### config.mk
export PLATFORM = sky130hd
export DESIGN_NAME = xzt_core
export DESIGN_NICKNAME = d
export VERILOG_FILES = /design/src/inc/xzt_pkg.sv /design/src/design/xzt_core.sv /design/src/design/xzt_phase_len.sv /design/src/design/xzt_ready_sample.sv
export SDC_FILE = /design/constraint.sdc
export NUM_CORES = 1
export LEC_CHECK = 0
export BUFFER_PORTS_ARGS = -buffer_cell sky130_fd_sc_hd__buf_2
export CAP_MARGIN = 5
export CORE_ASPECT_RATIO = 1.2
export CORE_UTILIZATION = 59
export CTS_CLUSTER_DIAMETER = 150
export DETAILED_ROUTE_END_ITERATION = 8
export HOLD_SLACK_MARGIN = 0.08
export PLACE_DENSITY = 0.86
export SLEW_MARGIN = 0
export SYNTH_ARGS = -nofsm -noshare
export SYNTH_HDL_FRONTEND = slang
export SYNTH_SLANG_ARGS = --single-unit
### constraint.sdc
create_clock -name clk_i -period 3.15 [get_ports clk_i]
set_input_delay 0.315 -clock clk_i [delete_from_list [all_inputs] [get_ports clk_i]]
set_output_delay 0.315 -clock clk_i [all_outputs]
set_load 0.01 [all_outputs]
### src/inc/xzt_pkg.sv
package xzt_pkg;

    // external interface geometry
    localparam int ZONES       = 4;
    localparam int ZONE_W      = 2;
    localparam int ADDR_W      = 19;
    localparam int DATA_W      = 16;
    localparam int BE_W        = 2;

    // per-zone timing word layout
    localparam int LEAD_W      = 2;
    localparam int ACT_W       = 3;
    localparam int TRAIL_W     = 2;
    localparam int RD_LEAD_LSB  = 0;
    localparam int RD_ACT_LSB   = 2;
    localparam int RD_TRAIL_LSB = 5;
    localparam int WR_LEAD_LSB  = 8;
    localparam int WR_ACT_LSB   = 10;
    localparam int WR_TRAIL_LSB = 13;
    localparam int DOUBLER_BIT  = 16;
    localparam int WAIT_EN_BIT  = 17;
    localparam int ASYNC_BIT    = 18;

    localparam logic [31:0] CFG_MASK  = 32'h0007_7F7F;
    // slowest timing, ready ignored
    localparam logic [31:0] CFG_RESET = 32'h0001_7F7F;

    // phase lengths and wait-state count
    localparam int LEN_W       = 4;
    localparam int WS_W        = 8;

    // register bus
    localparam int WB_AW       = 8;
    localparam logic [7:0] CFG_BASE   = 8'h00;
    localparam logic [7:0] STATUS_OFF = 8'h10;

    // status word layout
    localparam int ST_BUSY_BIT  = 0;
    localparam int ST_PHASE_LSB = 1;
    localparam int ST_ZONE_LSB  = 4;
    localparam int ST_WS_LSB    = 8;

    typedef enum logic [2:0] {
        PH_IDLE,
        PH_ALIGN,
        PH_LEAD,
        PH_ACTIVE,
        PH_TRAIL
    } xzt_phase_e;

endpackage

### src/design/xzt_core.sv
// Decided for this implementation: the Wishbone slave port and the address map.
`timescale 1ns/10ps
// Contract
// - access runs lead, active, trail phases
// - each zone keeps its own timing word
// - read lead: count, doubled when doubler on
// - read active: count(x2) plus waits plus one
// - read trail: count, doubled when doubler on
// - writes use write counts, same formulas
// - wait states counted; zero when ready ignored
// - no legality check on timing settings
// - sync mode samples ready synchronously
// - async mode samples ready through synchroniser
// - strobes, selects change on rising clock only
// - half-rate clock out; access starts rising edge
// - idle holds last address, bit zero high
module xzt_core (
    input  wire logic                          clk_i,                // timing clock
    input  wire logic                          rst_i,                // sync reset, high
    input  wire logic                          ce_i,                 // clock enable
    // register bus, classic wishbone
    input  wire logic                          wb_cyc_i,             // cycle
    input  wire logic                          wb_stb_i,             // strobe
    input  wire logic                          wb_we_i,              // write enable
    input  wire logic [xzt_pkg::WB_AW-1:0]     wb_adr_i,             // byte address
    input  wire logic [3:0]                    wb_sel_i,             // byte selects
    input  wire logic [31:0]                   wb_dat_i,             // write data
    output logic [31:0]                        wb_dat_o,             // read data
    output logic                               wb_ack_o,             // acknowledge
    // access request side
    input  wire logic                          req_valid_i,          // access request
    output logic                               req_ready_o,          // request taken
    input  wire logic                          req_write_i,          // 1 = write
    input  wire logic [xzt_pkg::ZONE_W-1:0]    req_zone_i,           // target zone
    input  wire logic [xzt_pkg::ADDR_W-1:0]    req_addr_i,           // address
    input  wire logic [xzt_pkg::DATA_W-1:0]    req_wdata_i,          // write data
    input  wire logic [xzt_pkg::BE_W-1:0]      req_be_i,             // byte enables
    output logic                               done_o,               // access finished
    output logic [xzt_pkg::DATA_W-1:0]         rdata_o,              // read data
    // external pins
    output logic [xzt_pkg::ADDR_W-1:0]         ext_addr_o,           // address bus
    output logic [xzt_pkg::DATA_W-1:0]         ext_data_o,           // data out
    output logic                               ext_data_oe_n_o,      // data enable, low drives
    input  wire logic [xzt_pkg::DATA_W-1:0]    ext_data_i,           // data in
    output logic                               read_strobe_n_o,      // read strobe
    output logic                               write_strobe_low_n_o, // low byte write strobe
    output logic                               write_strobe_high_n_o,// high byte write strobe
    output logic [xzt_pkg::ZONES-1:0]          zone_select_n_o,      // zone chip selects
    output logic                               interface_clock_out_o,// half-rate clock out
    input  wire logic                          ext_wait_ready_in_i   // external ready
);
    logic [31:0]                    zone_timing_config [xzt_pkg::ZONES];
    xzt_pkg::xzt_phase_e            phase;
    xzt_pkg::xzt_phase_e            next_phase;
    logic [xzt_pkg::ZONE_W-1:0]     zone;
    logic                           write;
    logic [xzt_pkg::BE_W-1:0]       be;
    logic [xzt_pkg::LEN_W-1:0]      cnt;
    logic [xzt_pkg::LEN_W-1:0]      next_cnt;
    logic [xzt_pkg::LEN_W-1:0]      act_len;
    logic [xzt_pkg::LEN_W-1:0]      trail_len;
    logic [xzt_pkg::WS_W-1:0]       inserted_wait_states;
    logic [xzt_pkg::WS_W-1:0]       last_ws;
    logic                           wait_en;
    logic                           clk_div;
    logic                           pend;
    logic                           start;
    logic                           finish;
    logic                           stretch;
    logic                           ready_s;
    logic [xzt_pkg::LEN_W-1:0]      req_lead;
    logic [xzt_pkg::LEN_W-1:0]      req_act;
    logic [xzt_pkg::LEN_W-1:0]      req_trail;
    logic [31:0]                    req_cfg;
    logic                           async_sel;
    logic                           wb_req;
    logic [31:0]                    status_word;
    logic [xzt_pkg::LEN_W-1:0]      lead_len_hold;
    logic [xzt_pkg::ADDR_W-1:0]     addr_hold;

    // register bus
    assign wb_req = wb_cyc_i && wb_stb_i && !wb_ack_o;

    genvar gz;
    generate
        for (gz = 0; gz < xzt_pkg::ZONES; gz++)
        begin : g_zone
            localparam logic [7:0] OFF = xzt_pkg::CFG_BASE + 8'(4 * gz);
            always_ff @(posedge clk_i)
            begin
                if (rst_i)
                    zone_timing_config[gz] <= xzt_pkg::CFG_RESET;
                else if (ce_i && wb_req && wb_we_i && wb_adr_i == OFF)
                begin
                    for (int b = 0; b < 4; b++)
                        if (wb_sel_i[b])
                            zone_timing_config[gz][8*b +: 8] <=
                                wb_dat_i[8*b +: 8] & xzt_pkg::CFG_MASK[8*b +: 8];
                end
            end
        end
    endgenerate

    always_comb
    begin
        status_word = 32'h0000_0000;
        status_word[xzt_pkg::ST_BUSY_BIT] = (phase != xzt_pkg::PH_IDLE);
        status_word[xzt_pkg::ST_PHASE_LSB +: 3] = phase;
        status_word[xzt_pkg::ST_ZONE_LSB +: xzt_pkg::ZONE_W] = zone;
        status_word[xzt_pkg::ST_WS_LSB +: xzt_pkg::WS_W] = last_ws;
    end

    always_ff @(posedge clk_i)
    begin
        if (rst_i)
        begin
            wb_ack_o <= 1'b0;
            wb_dat_o <= 32'h0000_0000;
        end
        else if (ce_i)
        begin
            wb_ack_o <= wb_req;
            wb_dat_o <= 32'h0000_0000;
            if (wb_req && !wb_we_i)
            begin
                if (wb_adr_i == xzt_pkg::STATUS_OFF)
                    wb_dat_o <= status_word;
                else if (wb_adr_i[1:0] == 2'b00 &&
                         wb_adr_i < xzt_pkg::CFG_BASE + 8'(4 * xzt_pkg::ZONES))
                    wb_dat_o <= zone_timing_config[wb_adr_i[2 +: xzt_pkg::ZONE_W]];
            end
        end
    end

    // phase lengths of the requested zone, latched when the request is taken
    assign req_cfg = zone_timing_config[req_zone_i];

    xzt_phase_len u_len (
        .cfg_i         (req_cfg),
        .write_i       (req_write_i),
        .lead_len_o    (req_lead),
        .active_base_o (req_act),
        .trail_len_o   (req_trail)
    );

    assign async_sel = zone_timing_config[zone][xzt_pkg::ASYNC_BIT];

    xzt_ready_sample u_rdy (
        .clk_i       (clk_i),
        .rst_i       (rst_i),
        .ce_i        (ce_i),
        .ready_i     (ext_wait_ready_in_i),
        .async_sel_i (async_sel),
        .ready_o     (ready_s)
    );

    // sequencer; the half-rate clock rises on the edge that starts an access
    assign req_ready_o = ce_i && (phase == xzt_pkg::PH_IDLE) && !pend;
    assign start   = (pend || (phase == xzt_pkg::PH_ALIGN)) && !clk_div;
    assign stretch = wait_en && !ready_s;
    assign finish  = (phase == xzt_pkg::PH_ACTIVE && cnt == 4'h0 && !stretch &&
                      trail_len == 4'h0) ||
                     (phase == xzt_pkg::PH_TRAIL && cnt == 4'h0);

    // lengths used as configured, even zero or below minimum
    always_comb
    begin
        next_phase = phase;
        next_cnt   = cnt;
        case (phase)
            xzt_pkg::PH_IDLE,
            xzt_pkg::PH_ALIGN:
            begin
                if (start)
                begin
                    if (lead_len_hold != 4'h0)
                    begin
                        next_phase = xzt_pkg::PH_LEAD;
                        next_cnt   = lead_len_hold - 4'h1;
                    end
                    else
                    begin
                        next_phase = xzt_pkg::PH_ACTIVE;
                        next_cnt   = act_len - 4'h1;
                    end
                end
                else if (pend)
                    next_phase = xzt_pkg::PH_ALIGN;
            end
            xzt_pkg::PH_LEAD:
            begin
                if (cnt == 4'h0)
                begin
                    next_phase = xzt_pkg::PH_ACTIVE;
                    next_cnt   = act_len - 4'h1;
                end
                else
                    next_cnt = cnt - 4'h1;
            end
            xzt_pkg::PH_ACTIVE:
            begin
                if (cnt != 4'h0)
                    next_cnt = cnt - 4'h1;
                else if (stretch)
                    next_cnt = cnt;
                else if (trail_len != 4'h0)
                begin
                    next_phase = xzt_pkg::PH_TRAIL;
                    next_cnt   = trail_len - 4'h1;
                end
                else
                    next_phase = xzt_pkg::PH_IDLE;
            end
            xzt_pkg::PH_TRAIL:
            begin
                if (cnt == 4'h0)
                    next_phase = xzt_pkg::PH_IDLE;
                else
                    next_cnt = cnt - 4'h1;
            end
            default:
                next_phase = xzt_pkg::PH_IDLE;
        endcase
    end

    always_ff @(posedge clk_i)
    begin
        if (rst_i)
        begin
            pend          <= 1'b0;
            zone          <= '0;
            write         <= 1'b0;
            be            <= '0;
            lead_len_hold <= '0;
            addr_hold     <= '0;
            act_len       <= '0;
            trail_len     <= '0;
            wait_en       <= 1'b0;
        end
        else if (ce_i)
        begin
            if (req_ready_o && req_valid_i)
            begin
                pend          <= 1'b1;
                zone          <= req_zone_i;
                write         <= req_write_i;
                be            <= req_be_i;
                lead_len_hold <= req_lead;
                addr_hold     <= req_addr_i;
                act_len       <= req_act;
                trail_len     <= req_trail;
                wait_en       <= req_cfg[xzt_pkg::WAIT_EN_BIT];
            end
            else if (start)
                pend <= 1'b0;
        end
    end

    always_ff @(posedge clk_i)
    begin
        if (rst_i)
        begin
            phase   <= xzt_pkg::PH_IDLE;
            cnt     <= '0;
            clk_div <= 1'b0;
        end
        else if (ce_i)
        begin
            phase   <= next_phase;
            cnt     <= next_cnt;
            clk_div <= !clk_div;
        end
    end

    // wait states counted only when ready is honoured
    always_ff @(posedge clk_i)
    begin
        if (rst_i)
        begin
            inserted_wait_states <= '0;
            last_ws              <= '0;
        end
        else if (ce_i)
        begin
            if (start)
                inserted_wait_states <= '0;
            else if (phase == xzt_pkg::PH_ACTIVE && cnt == 4'h0 && stretch &&
                     inserted_wait_states != {xzt_pkg::WS_W{1'b1}})
                inserted_wait_states <= inserted_wait_states + 8'h01;
            if (finish)
                last_ws <= inserted_wait_states;
        end
    end

    // pins registered from the next phase so they move on rising edges only
    always_ff @(posedge clk_i)
    begin
        if (rst_i)
        begin
            ext_addr_o            <= {{(xzt_pkg::ADDR_W-1){1'b0}}, 1'b1};
            ext_data_o            <= '0;
            ext_data_oe_n_o       <= 1'b1;
            read_strobe_n_o       <= 1'b1;
            write_strobe_low_n_o  <= 1'b1;
            write_strobe_high_n_o <= 1'b1;
            zone_select_n_o       <= {xzt_pkg::ZONES{1'b1}};
            rdata_o               <= '0;
            done_o                <= 1'b0;
            interface_clock_out_o <= 1'b0;
        end
        else if (ce_i)
        begin
            interface_clock_out_o <= !clk_div;
            done_o <= finish;
            if (req_ready_o && req_valid_i)
                ext_data_o <= req_wdata_i;
            if (start)
                ext_addr_o <= addr_hold;
            else if (next_phase == xzt_pkg::PH_IDLE ||
                     next_phase == xzt_pkg::PH_ALIGN)
                ext_addr_o[0] <= 1'b1;
            for (int z = 0; z < xzt_pkg::ZONES; z++)
                zone_select_n_o[z] <= !(next_phase != xzt_pkg::PH_IDLE &&
                                        next_phase != xzt_pkg::PH_ALIGN &&
                                        zone == z[xzt_pkg::ZONE_W-1:0]);
            read_strobe_n_o <= !(next_phase == xzt_pkg::PH_ACTIVE && !write);
            write_strobe_low_n_o  <= !(next_phase == xzt_pkg::PH_ACTIVE && write && be[0]);
            write_strobe_high_n_o <= !(next_phase == xzt_pkg::PH_ACTIVE && write && be[1]);
            ext_data_oe_n_o <= !(write && next_phase != xzt_pkg::PH_IDLE &&
                                 next_phase != xzt_pkg::PH_ALIGN);
            if (phase == xzt_pkg::PH_ACTIVE && next_phase != xzt_pkg::PH_ACTIVE && !write)
                rdata_o <= ext_data_i;
        end
    end

endmodule // xzt_core

### src/design/xzt_phase_len.sv
`timescale 1ns/10ps
module xzt_phase_len (
    input  wire logic [31:0]                  cfg_i,         // zone timing word
    input  wire logic                         write_i,       // 1 = write access
    output logic [xzt_pkg::LEN_W-1:0]         lead_len_o,    // lead cycles
    output logic [xzt_pkg::LEN_W-1:0]         active_base_o, // active cycles without waits
    output logic [xzt_pkg::LEN_W-1:0]         trail_len_o    // trail cycles
);
    logic [xzt_pkg::LEAD_W-1:0]  lead;
    logic [xzt_pkg::ACT_W-1:0]   act;
    logic [xzt_pkg::TRAIL_W-1:0] trail;
    logic                        dbl;

    always_comb
    begin
        if (write_i)
        begin
            lead  = cfg_i[xzt_pkg::WR_LEAD_LSB +: xzt_pkg::LEAD_W];
            act   = cfg_i[xzt_pkg::WR_ACT_LSB +: xzt_pkg::ACT_W];
            trail = cfg_i[xzt_pkg::WR_TRAIL_LSB +: xzt_pkg::TRAIL_W];
        end
        else
        begin
            lead  = cfg_i[xzt_pkg::RD_LEAD_LSB +: xzt_pkg::LEAD_W];
            act   = cfg_i[xzt_pkg::RD_ACT_LSB +: xzt_pkg::ACT_W];
            trail = cfg_i[xzt_pkg::RD_TRAIL_LSB +: xzt_pkg::TRAIL_W];
        end
        dbl = cfg_i[xzt_pkg::DOUBLER_BIT];
    end

    assign lead_len_o    = dbl ? {1'b0, lead, 1'b0} : {2'b00, lead};
    assign active_base_o = (dbl ? {act, 1'b0} : {1'b0, act}) + 4'h1;
    assign trail_len_o   = dbl ? {1'b0, trail, 1'b0} : {2'b00, trail};
endmodule // xzt_phase_len

### src/design/xzt_ready_sample.sv
`timescale 1ns/10ps
module xzt_ready_sample (
    input  wire logic clk_i,         // timing clock
    input  wire logic rst_i,         // sync reset, high
    input  wire logic ce_i,          // clock enable
    input  wire logic ready_i,       // external ready pin
    input  wire logic async_sel_i,   // 1 = asynchronous sampling
    output logic      ready_o        // sampled ready
);
    logic samp;
    logic sync1;
    logic sync2;

    always_ff @(posedge clk_i)
    begin
        if (rst_i)
        begin
            samp  <= 1'b1;
            sync1 <= 1'b1;
            sync2 <= 1'b1;
        end
        else if (ce_i)
        begin
            samp  <= ready_i;
            sync1 <= ready_i;
            sync2 <= sync1;
        end
    end

    // async path costs one more cycle of latency, hence larger minimums
    assign ready_o = async_sel_i ? sync2 : samp;
endmodule // xzt_ready_sample

# Yosys cells after proc, flatten, opt, wreduce, memory -nomap -nowiden
# Memory sizes are Yosys's and may differ from the RTL's. A register that Yosys moved wholly into a read port is not among the register bits.
# Cells that the tools add are included.
[word_totals]
regBits = 157
latchBits = 0
ram_bits = 68
mem_bits_ro = 0
input_bits = 108
output_inout_bits = 95
wordCells = 233
mem_count = 1
[op_classes]
addsub = 6
mul = 0
div_mod_pow = 0
magnitude_cmp = 1
n_eq_ne = 20
shifts = 0
mux = 88
bitwise = 12
reduce_logical = 77
[memory_table]
columns = ["name", "depth", "width", "read_ports", "rd_ports_with_merged_regs", "wr", "line_no", "source"]
rows = [
  ["zone_timing_config", 4, 17, 3, 1, 4, "xzt_core.sv:52", "logic [31:0] zone_timing_config [xzt_pkg::ZONES];"],
]
[ops]
columns = ["cell", "count"]
rows = [
  ["32-bit 2-to-1 mux", 3],
  ["7-bit 2-to-1 mux", 8],
  ["1-bit 2-to-1 mux", 47],
  ["3-bit 2-to-1 mux", 14],
  ["1-bit logical AND", 34],
  ["4-bit 2-to-1 mux", 8],
  ["8-bit by 4-bit equality test with 1-bit output, second input constant", 2],
  ["8-bit 2-to-1 mux", 2],
  ["4-bit case mux with 4 select lines", 1],
  ["4-bit nonzero test", 4],
  ["4-bit by 1-bit subtractor with 4-bit output, second input constant", 4],
  ["1-bit zero test", 15],
  ["2-bit AND reduction", 7],
  ["1-bit bitwise OR", 12],
  ["3-bit case mux with 4 select lines", 1],
  ["3-bit by 2-bit equality test with 1-bit output, second input constant", 3],
  ["8-bit by 1-bit adder with 8-bit output, second input constant", 1],
  ["8-bit by 3-bit equality test with 1-bit output, second input constant", 1],
  ["8-bit by 5-bit equality test with 1-bit output, second input constant", 1],
  ["4-bit zero test", 2],
  ["8-bit zero test", 1],
  ["8-bit by 5-bit less-than comparator with 1-bit output, second input constant", 1],
  ["2-bit 2-to-1 mux", 4],
  ["8-bit inequality test, second input constant", 1],
  ["15 further kinds", 27],
]

# Depth between registers and ports, before layout
# Gate-level depths: netlist of the first run.
[depth]
depth_word = 10
mapped_depth = 9
mapped_depth_nobuf = 8

# Modules after synthesis
# Synthesis of the first run repeated with hierarchy kept, for this count alone.
[hier_totals]
cells_unflattened = 1012
hier_area_um2 = 9700.6
[modules_own_cells]
columns = ["mod", "n_inst", "cells_each", "area_per_inst_um2", "seq_area_each_um2"]
rows = [
  ["xzt_core", 1, 978, 9416.5, 4904.7],
  ["xzt_phase_len", 1, 27, 202.7, 0.0],
  ["xzt_ready_sample", 1, 7, 81.3, 40.0],
]

# Least setup slack after synthesis of the first run
# Ideal clock, no wire load.
[synth_path]
path_type = "in2reg"
from = "in req_zone_i[0] (netlist name)"
to = "reg lead_len_hold[1] (netlist name)"
setup_ns = 0.128
t_arrival_ns = 1.957
t_required_ns = 3.022
path_slack_ns = 1.066
cell_stages = 8
path_buffers = 2
path_cell_list = "buf_2 -> buf_2 -> mux4_2 -> mux2_2 -> mux2i_1 -> nor2_1 -> a21oi_1 -> nor2_1"
[synth_via]
elab_chain_len = 3
[synth_lines]
columns = ["element", "line_no", "source"]
rows = [
  ["start, declared", "xzt_core.sv:34", "input wire logic [xzt_pkg::ZONE_W-1:0] req_zone_i,"],
  ["memory read 4 x 17 bit *", "--", ""],
  ["2-bit 2-to-1 mux", "xzt_phase_len.sv:16", "if (write_i)"],
  ["3-bit 2-to-1 mux *", "xzt_phase_len.sv:31", "assign lead_len_o = dbl ? {1'b0, lead, 1'b0} : {2'b00, lead};"],
  ["end signal, assigned", "xzt_core.sv:248", "lead_len_hold <= req_lead;"],
  ["end, declared", "xzt_core.sv:78", "logic [xzt_pkg::LEN_W-1:0] lead_len_hold;"],
]
# Mark *: on every way between the ends. The rest lies on a longest branch, timed or not.
# A chain may end at the register's enable or synchronous reset.

==> results of run 1 <==
==> cell usage after synthesis, types with 2 or more instances <==
cell      count
or3_1         4
nor2_1       61
o221ai_1      3
edfxtp_1     68
buf_1         6
o31ai_1       2
buf_2         9
a21o_1       13
or4_1         3
a22oi_1      22
a211oi_1      6
nand4b_1      2
or3b_2        2
clkbuf_1     41
or2_2        54
nor3_1       11
nor3b_2       2
a31oi_1       3
and3b_1       2
nor2b_1      10
nand3b_1      3
or2_1         5
dfxtp_1     143
a211o_1       4
nand2_1     203
ha_1          9
mux2i_1      17
nor3_4        2
inv_1        12
o22ai_1       2
a311oi_1      3
buf_4        17
o21ai_0      16
a21oi_1     115
and3_1        6
nand4_1       2
mux2_2        5
o211a_1       2
nand2b_1      4
nand3_1       5
and2_1        2
mux4_2       34
xnor2_1       7
==> final timing paths <==
kind	end	slack, ps	cells past startpoint
worst max register to register	rdata_o[15]	740	6
worst min register to register	ext_addr_o[16]	450	2
worst min-delay path	addr_hold[9]	90	3
worst max-delay path	rdata_o[15]	740	6
==> where the power goes <==
group | total (mW) | internal [mW] | switching, mW | leakage, nW
registers | 2.94 | 2.88 | 0.0635 | 1.75
logic | 0.681 | 0.297 | 0.385 | 2.26
clock network | 2.37 | 1.34 | 1.03 | 0.324
==> repair_timing <==
| action | CTS | global route |
|---|---|---|
| endpoints found under the hold margin | 50 | 0 |
| hold buffers | 50 | 0 |
| setup buffers | 0 | 0 |
==> cell families (layout without fill, tap and decap cells) <==
group / count (synthesis) / count (layout) / share of synthesized area, %
flip-flops: 211 / 211 / 51.4
XOR/XNOR: 8 / 8 / 0.735
multiplexers: 57 / 57 / 10.6
adder cells (fa/ha/maj): 9 / 9 / 1.18
AO/OA/AOI/OAI: 197 / 197 / 12.5
buffers and inverters: 86 / 284 / 4.17
AND/OR/NAND/NOR: 390 / 390 / 19.3
other: 1 / 14 / 0.0393
==> sequential cells by signal (all words and copies together), names as in the netlist, 2 cells and up, named ones only <==
name,flops
inserted_wait_states,8
lead_len_hold,3
ext_addr_o,19
zone,2
zone_select_n_o,4
last_ws,8
rdata_o,16
ext_data_o,16
be,2
addr_hold,19
cnt,4
wb_dat_o,18
phase,3
trail_len,3
act_len,4
zone_timing_config,68
==> worst max-delay path, delay by kind of cell (launching register included) <==
kind,cells,cell delay [ps]
mux,2,880
simple gates,3,860
flops,1,430
compound gates,1,160
==> metal layers <==
metal | track usage, % | wire length [microns]
met3 | 4.62 | 1560
met1 | 32.5 | 9040
met5 | 0 | 0
met2 | 50.5 | 12300
met4 | 17.2 | 1320
==> layout make-up <==
class                           count  area [sq um]
Clock buffer                       32           611
Clock inverter                      5          28.8
Fill cell                        1039          4110
Inverter                           13          48.8
Multi-Input combinational cell    675          4290
Sequential cell                   211          4900
Tap cell                          208           260
Timing Repair Buffer              234          1450
==> out/metrics.yaml, run 1 <==
final_antenna_net_count: 0
arrival_ps: 2840
cp-end-kind: "register"
timing.final.crit_share_pct: 76.6
cp_slowest_cell: "mux4_2"
cts_max_level: 1
finalSetupTns_ps: 0
ir_drop_mv: 0.421
area_growth_pct: 21.6
overflow: 0
drtIter0Drc: 569
fmax_mhz: 414
die_w_microns: 118
final_util_pct: 73.8
synth.distinct_cells: 60
syn_area_sq_um: 9540
hold_path_startpoint: "req_addr_i[9]"
core-area_sq_um: 15700
ctsResizeCount: 0
clock-root-buffer: "clkbuf_16"
synth_cells: 959
cts_tree: "built"
initial_core_util_pct: 60.7
grt_pass1_wl_mm: 38.2
yosysWarnings: 0
p_total_mw: 5.99
cp-start-kind: "register"
crit_fanout: 16
critPathRequiredTime_ps: 3570
synth_top_area_cell: "dfxtp_1"
cts-buffers-inserted: 21
critPathKind: "register to register"
synth_ff_type: "dfxtp_1"
final_area_sq_um: 11600
via_count: 8018
drive_above_1_share_pct: 27.7
synth_edf_count: 68
num_rows: 50
clock-sinks: 211
cp_cell_sequence: "mux4_2 > mux2i_4 > nand2_1 > nand3_1 > nand2_1 > a21oi_1"
critPathMostFrequentCell: "nand2_1"
first_pass_iters: 5
grt_max_degree: 57
diodes: 0
drc: 0
tightest_slew_ps: 722
max-clock-path-buffers: 3
critPathLaunch: "zone_timing_config[2][16]"
wire_per_inst_microns: 17.6
final-setup-viol-count: 0
regToRegStartpoint: "zone_timing_config[2][16]"
vias_per_cell: 5.82
finalClockSkew_ps: 13.9
place_inst: 1291
yosysTopAreaCellShare_pct: 30.0
pin_count: 203
seq_area_frac_synth_pct: 51.4
cpPeakStageDelay_ps: 540
setup_slack_ps: 737
final_cells: 1378
antenna_found_initial: 0
synthTopCellsByArea: "dfxtp_1 30%, edfxtp_1 21%, mux4_2 8.0%"
mostFrequentLayoutCells: "202 x nand2_1, 171 x buf_2, 143 x dfxtp_1"
grtUsageTotal_pct: 28.5
rsz0062_at_grt: "no"
cap_violations: 0
timing.final.hold_violations: 0
dieArea_sq_um: 16700
relSlewSlack_pct: 51.9
hpwlAfterDp_mm: 15.5
clk_pin_slew_ps: 60
period_needed_ps: 2410
preCtsSetupSlack_ps: 597
fp.dieH_microns: 141
final_common_cell: "nand2_1"
grt_pass1_vias: 7643
routed_wl_mm: 24.2
io_buffers: 172
synth-async-reset-ratio_pct: 0
final_nets: 1273
p_per_area_nw_per_um2: 517
ys_seq_elements: 211
leakagePower_nw: 4.34
dpl_cell_area_sq_um: 10500
clk_latency_ps: 500
status: "finished clean"
gp_congestion: 0.880
hold_ws_ps: 88.0
drv_slew: 0
hp-class: "input port to register"
syn_area_per_cell_sq_um: 9.94
Note: power is estimated with default switching activity, not from simulation.
==> run 2, diff against run 1 <==
--- a/config.mk
+++ b/config.mk
@@ -5,14 +5,15 @@
 export SDC_FILE = /design/constraint.sdc
 export NUM_CORES = 1
 export LEC_CHECK = 0
+export ABC_AREA = 1
 export BUFFER_PORTS_ARGS = -buffer_cell sky130_fd_sc_hd__buf_2
 export CAP_MARGIN = 5
 export CORE_ASPECT_RATIO = 1.2
-export CORE_UTILIZATION = 59
+export CORE_UTILIZATION = 50
 export CTS_CLUSTER_DIAMETER = 150
 export DETAILED_ROUTE_END_ITERATION = 8
 export HOLD_SLACK_MARGIN = 0.08
-export PLACE_DENSITY = 0.86
+export PLACE_DENSITY = 0.78
 export SLEW_MARGIN = 0
 export SYNTH_ARGS = -nofsm -noshare
 export SYNTH_HDL_FRONTEND = slang
==> constraint.sdc (replaced) <==
create_clock -name clk_i -period 2.1 [get_ports clk_i]
set_input_delay 0.21 -clock clk_i [delete_from_list [all_inputs] [get_ports clk_i]]
set_output_delay 0.21 -clock clk_i [all_outputs]
set_load 0.01 [all_outputs]
==> run 2 against run 1 <==
Net effect: non-clock buffer count is 46 higher; sequential power is 54% higher; flip-flop and latch count stayed put; sequential share of layout area is 2.9 points lower; cell count is 28% higher; count of clock-buffer cells in the layout is 2 lower; critical endpoint is now inserted_wait_states[6].
==> out/metrics.yaml, run 2 <==
largest_reg_flops: 68
top_regs: "zone_timing_config: 68 flops, addr_hold: 19 flops, ext_addr_o: 19 flops"
final_area_sq_um: 12500
final_antenna_net_count: 0
wire_per_inst_microns: 15.2
dieArea_sq_um: 20100
p_per_area_nw_per_um2: 805
diodes: 0
status: "finished clean"
fp.dieH_microns: 155
io_buffers: 172
rsz0062_at_grt: "no"
hpwlAfterDp_mm: 17.7
yosysTopAreaCellShare_pct: 29.4
mostFrequentLayoutCells: "259 x nand2_1, 191 x nor2_1, 172 x buf_2"
synthTopCellsByCount: "259 x nand2_1, 191 x nor2_1, 143 x dfxtp_1, 143 x o21ai_0, 127 x inv_1"
r2r_slack_ps: 190
synthMostInstantiatedCell: "nand2_1"
leakagePower_nw: 5.51
synth_ff_type: "dfxtp_1"
clk_pin_slew_ps: 70
fmax_mhz: 524
first_pass_iters: 6
synth-async-reset-ratio_pct: 0
drive_above_1_share_pct: 19.2
num_rows: 55
area_growth_pct: 27.8
dpl_cell_area_sq_um: 10900
seq_area_frac_synth_pct: 50.3
regMostFlops: "zone_timing_config"
core-area_sq_um: 19000
syn_area_sq_um: 9740
final_nets: 1616
timing.final.crit_share_pct: 90.9
relSlewSlack_pct: 62.2
crit_fanout: 11
final_cells: 1770
seq_area_sq_um: 4910
drv_slew: 0
multi_input_area_sq_um: 4000
syn_area_per_cell_sq_um: 7.78
cp_cell_sequence: "inv_1 > ha_1 > nand3_2 > inv_1 > nand2_2 > nor2_1 > nand2_2 > nand2_2 > o21ai_0 > nand2_1 > nor2_1"
cp-end-kind: "register"
arrival_ps: 2300
cts_setup_buffers: 0
fillers: 1539
hp-class: "input port to register"
die_w_microns: 129
antenna_found_initial: 0
drtIter0Drc: 749
critPathMostFrequentCell: "nand2_2"
hold_ws_ps: 127
critPathKind: "register to register"
final_util_pct: 65.6
synthTopCellsByArea: "dfxtp_1 29%, edfxtp_1 21%, nand2_1 10%"
cts-buffers-inserted: 22
via_count: 9319
vias_per_cell: 5.26
final-setup-viol-count: 0
drc: 0
period_needed_ps: 1910
clk_latency_ps: 510
cpLargestDelayFamily: "simple AND/OR/NAND/NOR gates"
min_path_cells: 4
tightest_slew_ps: 568
crit_buf_inv: 2
overflow: 0
finalClockSkew_ps: 22.7
ys_seq_elements: 211
max-clock-path-buffers: 3
grt_pass1_vias: 8778
synth_cells: 1252
synth.distinct_cells: 48
clock-sinks: 211
synth_edf_count: 68
gp_congestion: 0.890
initial_core_util_pct: 51.3
cap_violations: 0
cp_slowest_cell: "dfxtp_1"
timing.final.hold_violations: 0
synth_top_area_cell: "dfxtp_1"
routed_wl_mm: 26.9
critPathRequiredTime_ps: 2490
place_inst: 1656
ir_drop_mv: 0.638
grt_max_degree: 52
clock-root-buffer: "clkbuf_16"
grt_pass1_wl_mm: 41.9
cts_max_level: 1
finalSetupTns_ps: 0
cp-start-kind: "register"
cpPeakStageDelay_ps: 310
pin_count: 203
grtUsageTotal_pct: 26.2
yosysWarnings: 0
reg2reg_depth: 11
cp.depth: 11
final_common_cell: "nand2_1"
cts_tree: "built"
==> run 2: changes by cell type after synthesis, moves of 13 or more <==
cell | previous run | this run
nor2_1 | 61 | 191
o21ai_0 | 16 | 143
inv_1 | 12 | 127
nand2_1 | 203 | 259
or2_2 | 54 | 3
a21oi_1 | 115 | 71
nand3_1 | 5 | 44
mux4_2 | 34 | 0
o211ai_1 | 0 | 18
mux2i_1 | 17 | 0
a21o_1 | 13 | 0
==> run 2: per-layer routing <==
layer / track usage, % / vias to the layer above / wire length, microns
li1: - / 4550 / -
met5: 0 / - / 0
met3: 4.37 / 85 / 1810
met2: 47.0 / 397 / 13600
met4: 12.3 / 0 / 992
met1: 30.3 / 4287 / 10600
==> run 2: stage by stage <==
step	setup slack [ps]	total power, mW
floorplan	189	5.38
global placement	165	5.76
detailed placement	111	5.79
CTS	153	10.0
global route	6.03	10.4
finish	190	10.0
==> run 2: worst register-to-register path, delay by kind of cell, from the launching register on <==
family,cells,cell delay (ps)
adders and majority gates,1,190
DFF,1,310
AOI/OAI and AO/OA,1,120
buffers and inverters,2,300
and+or+nand+nor,7,910
==> run 2: kinds of logic (layout without fill, tap and decap cells) <==
| family | count (synthesis) | after routing | share of synthesized area (%) |
|---|---|---|---|
| AO/OA/AOI/OAI | 271 | 271 | 15.3 |
| XOR/XNOR | 8 | 8 | 0.719 |
| flip-flops | 211 | 211 | 50.3 |
| adder cells (fa/ha/maj) | 9 | 9 | 1.16 |
| buffers and inverters | 211 | 460 | 9.10 |
| other | 1 | 14 | 0.0385 |
| AND/OR/NAND/NOR | 541 | 541 | 23.3 |
==> run 2: final cells by class <==
type | instances | area share [%]
clock inverters | 9 | 1.11
inverters | 141 | 4.27
repair buffers | 280 | 15.3
multi-input cells | 843 | 32.1
flip-flops and latches | 211 | 39.4
clock buffers | 30 | 5.18
well taps | 256 | 2.57
==> run 2: timing repair <==
item                       CTS  global route
setup endpoints to repair    0             5
hold buffers                75             0
gates resized for setup      0             2
hold endpoints to repair   124             0
==> run 2: path summary, 6_finish.rpt <==
path,start,end
worst min register to register,rdata_o[9],rdata_o[9]
worst max register to register,cnt[0],inserted_wait_states[6]
worst min-delay path,wb_sel_i[0],zone_timing_config[2][6]
worst max-delay path,cnt[0],inserted_wait_states[6]
==> run 2: where the power goes <==
group / leakage, nW / internal (mW) / switching (mW)
sequential: 1.85 / 4.42 / 0.124
combinational: 3.28 / 0.524 / 0.794
clock: 0.386 / 2.53 / 1.64
